$ cat src/rtl/ecwl_consts.svh
`ifndef ECWL_CONSTS_SVH
`define ECWL_CONSTS_SVH

// EEPROM word indices of the configuration image.
`define ECWL_WORD_CTRL      8'h07
`define ECWL_WORD_STR1      8'h08
`define ECWL_WORD_STR2      8'h09

// Control word bit positions.
`define ECWL_BIT_MAGIC      4
`define ECWL_BIT_LINK       5
`define ECWL_BIT_LED        7
`define ECWL_BIT_PHY        8
`define ECWL_BIT_FIBER      9
`define ECWL_BIT_WLME       11
`define ECWL_BIT_RSV12      12
`define ECWL_BIT_RSV13      13
`define ECWL_BIT_MDIX       14
`define ECWL_BIT_RSV15      15

// Position of the management event enable inside the wake control register.
`define ECWL_WAKE_WLME_POS  7

// Settings in force before the first load has completed.
`define ECWL_RST_MAGIC      1'b0
`define ECWL_RST_LINK       1'b0
`define ECWL_RST_LED        1'b0
`define ECWL_RST_PHY        1'b0
`define ECWL_RST_FIBER      1'b0
`define ECWL_RST_WLME       1'b0
`define ECWL_RST_MDIX       1'b1

// Register port offsets.
`define ECWL_REG_WAKE_CTRL  8'h0F
`define ECWL_REG_LOAD_STAT  8'h20
`define ECWL_REG_LOAD_CTRL  8'h21
`define ECWL_REG_IMG_INDEX  8'h22
`define ECWL_REG_IMG_LO     8'h23
`define ECWL_REG_IMG_HI     8'h24
`define ECWL_REG_CFG_VIEW   8'h25
`define ECWL_REG_VEND_ADDR  8'h26
`define ECWL_REG_VEND_LEN   8'h27
`define ECWL_REG_PROD_ADDR  8'h28
`define ECWL_REG_PROD_LEN   8'h29

// Load status and control field positions.
`define ECWL_STAT_DONE      0
`define ECWL_STAT_BUSY      1
`define ECWL_STAT_RSV_ERR   2
`define ECWL_CTRL_RELOAD    0

`endif

$ cat src/rtl/ecwl_pkg.sv
package ecwl_pkg;

    // Decoded control word settings that steer the rest of the chip.
    typedef struct packed {
        logic wake_magic_en;
        logic wake_link_en;
        logic led_mode;
        logic phy_enable;
        logic fiber_mode;
        logic wake_lan_mgmt_event;
        logic mdix_en;
    } ecwl_cfg_t;

    // Description string locations inside the EEPROM.
    typedef struct packed {
        logic [7:0] vendor_addr;
        logic [7:0] vendor_len;
        logic [7:0] product_addr;
        logic [7:0] product_len;
    } ecwl_str_t;

    // Word read request towards the EEPROM access engine.
    typedef struct packed {
        logic       req;
        logic [7:0] addr;
    } ecwl_ee_req_t;

    // Software register port request.
    typedef struct packed {
        logic       wr;
        logic       rd;
        logic [7:0] addr;
        logic [7:0] wdata;
    } ecwl_reg_req_t;

    typedef enum logic [1:0] {
        ECWL_REQ    = 2'b00,
        ECWL_WAIT   = 2'b01,
        ECWL_COMMIT = 2'b10,
        ECWL_DONE   = 2'b11
    } ecwl_fsm_t;

    typedef struct packed {
        logic [15:0] rdata;
    } ecwl_mem_state_t;

endpackage : ecwl_pkg

$ cat src/rtl/ecwl_loader.sv
`timescale 1ns/100ps
`include "ecwl_consts.svh"

// Functional notes
// [RL1] Control bit 5 enables link-change wakeup.
// [RL2] Control bit 7 selects LED mode.
// [RL3] Control bit 8 powers internal PHY.
// [RL4] Control bit 9 selects fiber mode.
// [RL5] Control bit 11 copied to register 0Fh bit 7.
// [RL6] Control bit 14 enables automatic crossover.
// [RL7] EEPROM bits 12, 13, 15 must be zero.
// [RL8] Word 8 low byte: vendor string address.
// [RL9] Word 8 high byte: vendor string length.
// [RL10] Word 9 low byte: product string address.
// [RL11] Word 9 high byte: product string length.
// [RL12] Control bit 4 enables magic packet wakeup.
// [RL13] Load once after reset before settings apply.
module ecwl_loader
    import ecwl_pkg::*;
(
    input  wire logic          ref_clk_in,
    input  wire logic          rst_n_in,
    output ecwl_ee_req_t       ee_req_out,
    input  wire logic          ee_ack_in,
    input  wire logic [15:0]   ee_data_in,
    input  ecwl_reg_req_t      reg_req_in,
    output logic      [7:0]    reg_rdata_out,
    output ecwl_cfg_t          cfg_out,
    output ecwl_str_t          str_out,
    output logic               load_done_out
);

    // Whole state of the loader in one record.
    // The fsm field walks request and wait for each word, then commit and done once per load.
    // The word index names the EEPROM word in flight and the image slot it fills.
    // The ee field is the registered request seen by the EEPROM access engine.
    // Both stage fields collect the words while a load is running.
    // The cfg and str fields are the settings in force; a commit moves them, and a wake control write also moves the management event enable.
    // The done flag rises at the first commit and stays high through reloads.
    // The rsv_err flag tells whether the last commit saw reserved bits set.
    // Image index and word give software a look at any word of the image.
    // The rdata field is the read data register, zero outside a read answer.
    typedef struct packed {
        ecwl_fsm_t    fsm;
        logic [7:0]   word_idx;
        ecwl_ee_req_t ee;
        logic [15:0]  ctrl_stage;
        ecwl_str_t    str_stage;
        ecwl_cfg_t    cfg;
        ecwl_str_t    str;
        logic         done;
        logic         rsv_err;
        logic [3:0]   img_index;
        logic [15:0]  img_word;
        logic [7:0]   rdata;
    } ecwl_loader_state_t;

    // Registered state and its next value; the store's read data sit beside them.
    ecwl_loader_state_t st;
    ecwl_loader_state_t next_st;
    logic               mem_we;
    logic [15:0]        mem_rdata;

    // Decode of the register port, used by both the write and read paths.
    // Keeping it in one place means both paths always agree on an offset.
    function automatic logic hit(input ecwl_reg_req_t r, input logic [7:0] offset);
        hit = (r.addr == offset);
    endfunction : hit

    // Packs the decoded settings into one byte for software.
    // The top bit reads zero, which leaves room for one more setting.
    function automatic logic [7:0] cfg_byte(input ecwl_cfg_t c);
        cfg_byte = {1'b0, c};
    endfunction : cfg_byte

    // Every accepted word is mirrored into the image store.
    // The store is written on the edge that fills the staging field, so both agree.
    assign mem_we = (st.fsm == ECWL_WAIT) && ee_ack_in;

    // Only word indices 7 to 9 are ever fetched, so most of the sixteen slots
    // stay unused; the spare room keeps the index a plain nibble.
    ecwl_img_mem u_img_mem (
        .ref_clk_in (ref_clk_in),
        .rst_n_in   (rst_n_in),
        .we_in      (mem_we),
        .waddr_in   (st.word_idx[3:0]),
        .wdata_in   (ee_data_in),
        .raddr_in   (st.img_index),
        .rdata_out  (mem_rdata)
    );

    // Timing of one word, in rising edges of the clock.
    // The edge that leaves ECWL_REQ raises the request beside the word index.
    // Request and index then hold for as many edges as the EEPROM needs.
    // The edge that samples the answer drops the request and stores the word.
    // The edge after that raises the request again for the next index.
    // After the last word one more edge commits, and all settings move there.
    // A whole load is three word times and one commit cycle.
    // An answer that arrives while no request stands is ignored, since only
    // ECWL_WAIT looks at it; a misbehaving engine cannot inject a word.

    // Next-state logic: load sequence, commit, and the register port.
    always_comb
    begin
        next_st          = st;
        next_st.rdata    = 8'h00;
        next_st.img_word = mem_rdata;

        unique case (st.fsm)
            // Issue one word request; the request holds until the word arrives.
            // The index is copied here rather than in the wait state, so the
            // address is settled before the EEPROM may answer.
            ECWL_REQ:
            begin
                next_st.ee.req  = 1'b1;
                next_st.ee.addr = st.word_idx;
                next_st.fsm     = ECWL_WAIT;
            end

            // Sort each returned word into its staging field.
            // Indices other than the three known words only land in the store.
            ECWL_WAIT:
            begin
                if (ee_ack_in)
                begin
                    next_st.ee.req = 1'b0;
                    if (st.word_idx == `ECWL_WORD_CTRL)
                    begin
                        next_st.ctrl_stage = ee_data_in;
                    end
                    if (st.word_idx == `ECWL_WORD_STR1)
                    begin
                        next_st.str_stage.vendor_addr = ee_data_in[7:0];   // RL8
                        next_st.str_stage.vendor_len  = ee_data_in[15:8];  // RL9
                    end
                    if (st.word_idx == `ECWL_WORD_STR2)
                    begin
                        next_st.str_stage.product_addr = ee_data_in[7:0];  // RL10
                        next_st.str_stage.product_len  = ee_data_in[15:8]; // RL11
                    end
                    if (st.word_idx == `ECWL_WORD_STR2)
                    begin
                        next_st.fsm = ECWL_COMMIT;
                    end
                    else
                    begin
                        next_st.word_idx = st.word_idx + 8'h01;
                        next_st.fsm      = ECWL_REQ;
                    end
                end
            end

            // All words are in; the settings change together in one cycle so
            // the PHY and LED logic never see a half-loaded mix.
            ECWL_COMMIT:
            begin
                // Each setting takes its own bit straight from the staged word.
                next_st.cfg.wake_magic_en = st.ctrl_stage[`ECWL_BIT_MAGIC];  // RL12
                next_st.cfg.wake_link_en  = st.ctrl_stage[`ECWL_BIT_LINK];   // RL1
                next_st.cfg.led_mode      = st.ctrl_stage[`ECWL_BIT_LED];    // RL2
                next_st.cfg.phy_enable    = st.ctrl_stage[`ECWL_BIT_PHY];    // RL3
                next_st.cfg.fiber_mode    = st.ctrl_stage[`ECWL_BIT_FIBER];  // RL4
                next_st.cfg.wake_lan_mgmt_event =
                    st.ctrl_stage[`ECWL_BIT_WLME];                           // RL5
                next_st.cfg.mdix_en       = st.ctrl_stage[`ECWL_BIT_MDIX];   // RL6
                next_st.str               = st.str_stage;
                // A badly programmed part is flagged, not refused.
                // Loading it anyway keeps a board usable; software reads the flag.
                next_st.rsv_err = st.ctrl_stage[`ECWL_BIT_RSV12] |
                                  st.ctrl_stage[`ECWL_BIT_RSV13] |
                                  st.ctrl_stage[`ECWL_BIT_RSV15];            // RL7
                next_st.done    = 1'b1;                                      // RL13
                next_st.fsm     = ECWL_DONE;
            end

            // Idle until software asks for a fresh load.
            // A reload keeps the present settings until its own commit.
            // A reload write while busy is not decoded, so it cannot restart a load.
            ECWL_DONE:
            begin
                if (reg_req_in.wr && hit(reg_req_in, `ECWL_REG_LOAD_CTRL) &&
                    reg_req_in.wdata[`ECWL_CTRL_RELOAD])
                begin
                    next_st.word_idx = `ECWL_WORD_CTRL;
                    next_st.fsm      = ECWL_REQ;
                end
            end
        endcase

        // Register map, all eight bits wide.
        // Offset 0Fh is wake control: bit 7 is the management event enable.
        // Offset 20h is load status: bit 0 done, bit 1 busy, bit 2 reserved bits.
        // Offset 21h is load control: writing bit 0 starts a fresh load when idle.
        // Offset 22h holds the image index in bits 3 to 0.
        // Offsets 23h and 24h give the low and high byte of that image word.
        // Offset 25h shows the seven decoded settings below a zero top bit.
        // Offsets 26h to 29h give the two string addresses and lengths.
        // Other offsets read as zero and ignore writes, so software may probe
        // freely without disturbing the load.

        // Software writes. A commit in the same cycle overrides the wake
        // control bit, since the write is skipped while the state is ECWL_COMMIT.
        if (reg_req_in.wr)
        begin
            // Software may set or clear the enable; the next load replaces it.
            if (hit(reg_req_in, `ECWL_REG_WAKE_CTRL) && st.fsm != ECWL_COMMIT)
            begin
                next_st.cfg.wake_lan_mgmt_event =
                    reg_req_in.wdata[`ECWL_WAKE_WLME_POS];                   // RL5
            end
            // The image word follows two cycles after an index write: one for the
            // store's read register and one for the shadow copy here.
            if (hit(reg_req_in, `ECWL_REG_IMG_INDEX))
            begin
                next_st.img_index = reg_req_in.wdata[3:0];
            end
        end

        // Read data stand only in the cycle after the read strobe.
        // Every branch reads the state as it stood at the strobe edge, so a read
        // that meets a commit returns the old settings and the next read the new.
        // Later branches would override earlier ones, but the offsets are distinct,
        // so at most one of them matches.
        if (reg_req_in.rd)
        begin
            if (hit(reg_req_in, `ECWL_REG_WAKE_CTRL))
            begin
                next_st.rdata[`ECWL_WAKE_WLME_POS] = st.cfg.wake_lan_mgmt_event;
            end
            if (hit(reg_req_in, `ECWL_REG_LOAD_STAT))
            begin
                next_st.rdata[`ECWL_STAT_DONE]    = st.done;
                next_st.rdata[`ECWL_STAT_BUSY]    = (st.fsm != ECWL_DONE);
                next_st.rdata[`ECWL_STAT_RSV_ERR] = st.rsv_err;
            end
            if (hit(reg_req_in, `ECWL_REG_IMG_INDEX))
            begin
                next_st.rdata = {4'h0, st.img_index};
            end
            if (hit(reg_req_in, `ECWL_REG_IMG_LO))
            begin
                next_st.rdata = st.img_word[7:0];
            end
            if (hit(reg_req_in, `ECWL_REG_IMG_HI))
            begin
                next_st.rdata = st.img_word[15:8];
            end
            if (hit(reg_req_in, `ECWL_REG_CFG_VIEW))
            begin
                next_st.rdata = cfg_byte(st.cfg);
            end
            if (hit(reg_req_in, `ECWL_REG_VEND_ADDR))
            begin
                next_st.rdata = st.str.vendor_addr;
            end
            if (hit(reg_req_in, `ECWL_REG_VEND_LEN))
            begin
                next_st.rdata = st.str.vendor_len;
            end
            if (hit(reg_req_in, `ECWL_REG_PROD_ADDR))
            begin
                next_st.rdata = st.str.product_addr;
            end
            if (hit(reg_req_in, `ECWL_REG_PROD_LEN))
            begin
                next_st.rdata = st.str.product_len;
            end
        end
    end

    // Reset starts the load at once and holds the power-on defaults on every
    // setting except the software-writable management event enable until the commit. Crossover is the only setting that starts on.
    // Clearing the whole record first keeps the staging fields and flags free
    // of unknowns, so a status read during the first load is always clean.
    // The image store keeps no reset; it is only a window for software, and
    // each slot that a load fills is written before the status shows done.
    always_ff @(posedge ref_clk_in or negedge rst_n_in)
    begin
        if (!rst_n_in)
        begin
            st                         <= '0;
            st.fsm                     <= ECWL_REQ;                          // RL13
            st.word_idx                <= `ECWL_WORD_CTRL;
            st.cfg.wake_magic_en       <= `ECWL_RST_MAGIC;
            st.cfg.wake_link_en        <= `ECWL_RST_LINK;
            st.cfg.led_mode            <= `ECWL_RST_LED;
            st.cfg.phy_enable          <= `ECWL_RST_PHY;
            st.cfg.fiber_mode          <= `ECWL_RST_FIBER;
            st.cfg.wake_lan_mgmt_event <= `ECWL_RST_WLME;
            st.cfg.mdix_en             <= `ECWL_RST_MDIX;
        end
        else
        begin
            st <= next_st;
        end
    end

    // All outputs are fields of the state register, so every pin leaves a
    // flip-flop and no setting can glitch while the words arrive.
    assign ee_req_out    = st.ee;
    assign reg_rdata_out = st.rdata;
    assign cfg_out       = st.cfg;
    assign str_out       = st.str;
    assign load_done_out = st.done;

endmodule : ecwl_loader

$ cat src/rtl/ecwl_img_mem.sv
`timescale 1ns/100ps

// Copy of the loaded EEPROM words, kept so software can inspect the image.
module ecwl_img_mem
    import ecwl_pkg::*;
(
    input  wire logic        ref_clk_in,
    input  wire logic        rst_n_in,
    input  wire logic        we_in,
    input  wire logic [3:0]  waddr_in,
    input  wire logic [15:0] wdata_in,
    input  wire logic [3:0]  raddr_in,
    output logic      [15:0] rdata_out
);

    logic [15:0]     mem [16];
    ecwl_mem_state_t st;
    ecwl_mem_state_t next_st;

    // Storage has no reset; unread words are simply undefined until loaded.
    always_ff @(posedge ref_clk_in)
    begin
        if (we_in)
        begin
            mem[waddr_in] <= wdata_in;
        end
    end

    // Read data are registered so the port behaves like a synchronous RAM.
    always_comb
    begin
        next_st       = st;
        next_st.rdata = mem[raddr_in];
    end

    always_ff @(posedge ref_clk_in or negedge rst_n_in)
    begin
        if (!rst_n_in)
        begin
            st <= '0;
        end
        else
        begin
            st <= next_st;
        end
    end

    assign rdata_out = st.rdata;

endmodule : ecwl_img_mem

$ cat config.mk
export PLATFORM = sky130hd
export DESIGN_NAME = ecwl_loader
export DESIGN_NICKNAME = d
export VERILOG_FILES = /design/src/rtl/ecwl_pkg.sv /design/src/rtl/ecwl_loader.sv /design/src/rtl/ecwl_img_mem.sv
export VERILOG_INCLUDE_DIRS = /design/src /design/src/rtl
export SDC_FILE = /design/constraint.sdc
export NUM_CORES = 1
export LEC_CHECK = 0
export ABC_AREA = 1
export CORE_MARGIN = 8
export CORE_UTILIZATION = 63
export CTS_CLUSTER_SIZE = 30
export DETAILED_ROUTE_END_ITERATION = 12
export DONT_BUFFER_PORTS = 1
export HOLD_SLACK_MARGIN = 0.03
export PLACE_DENSITY = 0.8
export SLEW_MARGIN = 5
export SYNTH_ARGS = -nofsm -noshare
export SYNTH_HDL_FRONTEND = slang
export SYNTH_SLANG_ARGS = --single-unit
$ cat constraint.sdc
create_clock -name ref_clk_in -period 2.92 [get_ports ref_clk_in]
set_input_delay 0.146 -clock ref_clk_in [delete_from_list [all_inputs] [get_ports ref_clk_in]]
set_output_delay 0.146 -clock ref_clk_in [all_outputs]
set_load 0.05 [all_outputs]
==> summary.md <==
| Metric | Value |
|---|---|
| R2R setup slack | 0.71 ns |
| Residual DRC | 0 |
| # setup viols final | 0 |
| Fin util | approximately 70% |
| Die Y | 178 µm |
| Dominant cells by area after synthesis | edfxtp_1 (46%), dfrtp_1 (21%), nand2_1 (5.9%), mux2i_1 (3.9%), o21ai_0 (3.3%) |
| Synth Register Bits | approximately 400 |
| Hold_ws | -0.679 ns |
| PD cells | 820 nW/µm² |
| H-tree levels | 2 |
| Yosys warning count | 0 |
| Post-synth top cells | nand2_1 (262), edfxtp_1 (256), dfrtp_1 (142), inv_1 (120), o21ai_0 (111) |
| Count leader, synth | nand2_1 |
| Fin crit period | roughly 2.2 ns |
| # port buffers | 0 |
| Tot Pwr | roughly 15 mW |
| Initial antenna violation count | 0 |
| Synthesized area | about 17000 µm² |
| First-pass GRT wire length | 57100 µm |
| Gr usage total | a little under a quarter |
| Share of cells above drive strength 1 | 10.2% |
| MaxCap Viol Count | 0 |
| FF-to-FF Start | st[127] |
| HP Class | input port to async pin |
| Die ar. | approximately 32000 µm² |
| Root Buffer | clkbuf_16 |
| Initial DRC Count | 1353 |
| GR Overflow Total | 0 |
| Max transition margin | between 40% and 50% |
| Postcts setup bufs | 0 |
| Crit path max fanout | 20 |
| Max Clock Skew | 0.0246 ns |
| RSZ-0062 raised after global routing | false |
| Cts repair resizes | 0 |
| Post-Place Cell Area | 16600 µm² |
| DP HPWL | between 20000 and 25000 µm |
| Violated checks | negative hold slack |
| Nature of the critical path endpoint | flop |
| Finished Cell Area | 18300 µm² |
| Leakage | around 7.3 nW |
| Maximum root-to-sink buffer count | 3 |
| Via count | between 10000 and 15000 |
| Layout Nets | ~1400 |
| Post-synth top flop | edfxtp_1 |
| Crit path required time | between 3 and 4 ns |
| TritonCTS Buffers | 40 |
| CTS Hold Bufs | 35 |
| Vias in the first global route | 10100 |
| Core area | 26000 µm² |
| CTS tree | yes |
| Sequential element share of the synthesized area | roughly two thirds |
| RePlAce Congestion | approximately 0.94 |
| I/O Pins | 94 |
| Clock transition at path regs | roughly 0.060 ns |
| Peak VDD IR | roughly 0.67 mV |
| FMAX | approximately 0.45 GHz |
| Status | finished with violations |
| Clk sink count | 402 |
| Final Non-Filler Cells | ~1800 |
| Drt total wl | between 30000 and 40000 µm |
| Max-slew violations | 0 |
| Initial Util | 63.8% |
| R2R cell count | 9 |
| Slew @ Worst Pin | roughly 0.80 ns |
| Worst Path Arrival | approximately 2.6 ns |
| Gate count of the mapped netlist | 1396 |
| Crit start category | flop |
| TNS Setup | 0 ns |
| Avg Cell Area, Syn | ~12 µm² |
| Number of enable flip-flop cells after synthesis | between 200 and 300 |
| Avg WL per Cell | approximately 21 µm |
| Tcrit/Tclk final | between 70 and 80% |
| Vias per cell | just over 6 |
| Crit Reg-Reg Endpoint | st[113] |
| Routed Antenna Nets | 0 |
| Die Wd | roughly 180 µm |
| Fin. Hold Viols | around 150 |
| Initial DRT Pass Iterations | 6 |
| Row count | a little under 60 |
| Pin count of the biggest net entering global routing | approximately 150 |
| Worst Path Class, Setup | flop to flop |
| Cell taking the most area after synthesis | edfxtp_1 |
| Placed cells | ~1600 |
| Synthesis-to-layout area growth | 10.4% |
| Worst-Skew Late Latency | 0.53 ns |
| Synth unique cells | 36 |
| Asr flop ratio synth | 36.3% |
| Diode count | 0 |
| Syn_nets | ~1400 |
| Share of the synthesized area in the top cell type | 46.3% |
-- cell type report --
| class | count | area, µm² |
|---|---|---|
| clock buffers | 64 | 1270 |
| fillers | 1669 | 7680 |
| clock inverters | 10 | 113 |
| inverters | 130 | 488 |
| flip-flops and latches | 402 | 11400 |
| multi-input cells | 746 | 4040 |
| repair buffers | 66 | 621 |
| well taps | 335 | 419 |
-- power by group --
group / total, mW / switching (mW) / internal (mW)
clock: 5.20 / 2.03 / 3.17
sequential: 8.24 / 1.39 / 6.85
combinational: 1.57 / 1.07 / 0.507
total: 15.0 / 4.49 / 10.5
-- registers in the layout, indices dropped and copies added, names as in the netlist, named ones only --
signal,count
u_img_mem.mem,256
st,72
str_out,32
u_img_mem.rdata_out,16
ee_req_out,9
reg_rdata_out,8
cfg_out,7
load_done_out,1
-- critical path: stages (launching register included) --
cell	delay, ns
dfstp_2	0.56
ha_1	0.19
inv_1	0.07
nor2_1	0.14
inv_2	0.06
nor2_2	0.14
buf_4	0.24
nand2_1	0.42
nand2_1	0.19
o21ai_1	0.08
-- per-layer routing --
layer / part of all wire (%) / GRT usage, % / routed length (µm) / up-vias
li1: - / - / - / 4753
met1: 39 / 29.7 / 14500 / 5192
met2: 49 / 40.1 / 18400 / 532
met3: 8.5 / 3.68 / 3200 / 100
met4: 4.0 / 10.3 / 1500 / 0
met5: 0 / 0 / 0 / -
-- how the worst max path moves through the flow --
stage	cells after the start	slack (ns)	from	end
after floorplan	5	0.89	st[126]	u_img_mem.mem[11][0]
after global placement	9	0.80	st[126]	st[109]
after detailed placement	9	0.71	st[127]	st[113]
after CTS	9	0.71	st[127]	st[113]
after global routing	9	0.51	st[127]	st[113]
final	9	0.71	st[127]	st[113]
-- cell usage in the layout (no fill, tap or decap), types with 5 or more instances in the layout --
| cell type | count |
|---|---|
| nand2_1 | 262 |
| edfxtp_1 | 256 |
| dfrtp_1 | 140 |
| inv_1 | 119 |
| o21ai_0 | 111 |
| a21oi_1 | 82 |
| mux2i_1 | 64 |
| o211ai_1 | 64 |
| clkbuf_16 | 42 |
| nand3_1 | 39 |
| dlygate4sd3_1 | 35 |
| o21ai_1 | 30 |
| buf_4 | 28 |
| nor2_1 | 25 |
| clkbuf_8 | 14 |
| nand4_1 | 13 |
| nor2_2 | 12 |
| inv_2 | 10 |
| nand2_2 | 10 |
| clkbuf_1 | 8 |
| or2_0 | 6 |
| nor2_4 | 5 |
| xor2_1 | 5 |
| clkinv_2 | 5 |
-- cells by family (layout without fill, tap and decap cells) --
group	Yosys count	in the layout	share of synthesized area, %
AOI/OAI and AO/OA	292	292	9.84
xor gates and xnor gates	5	5	0.264
adders and majority gates	4	4	0.302
muxes	64	64	3.86
DFF	402	402	68.4
and+or+nand+nor	381	381	10.0
buffers and inverters	248	270	7.35
-- through the flow --
| stage | setup WS (ns) | hold slack, ns |
|---|---|---|
| 6_report | 0.713 | -0.679 |
| 5_1_grt | 0.506 | -0.694 |
| 4_1_cts | 0.709 | -0.698 |
| 3_5_place_dp | 0.713 | -0.146 |
| 3_3_place_gp | 0.805 | -0.144 |
| 2_1_floorplan | 0.889 | -0.150 |
(Power assumes the default switching activity.)
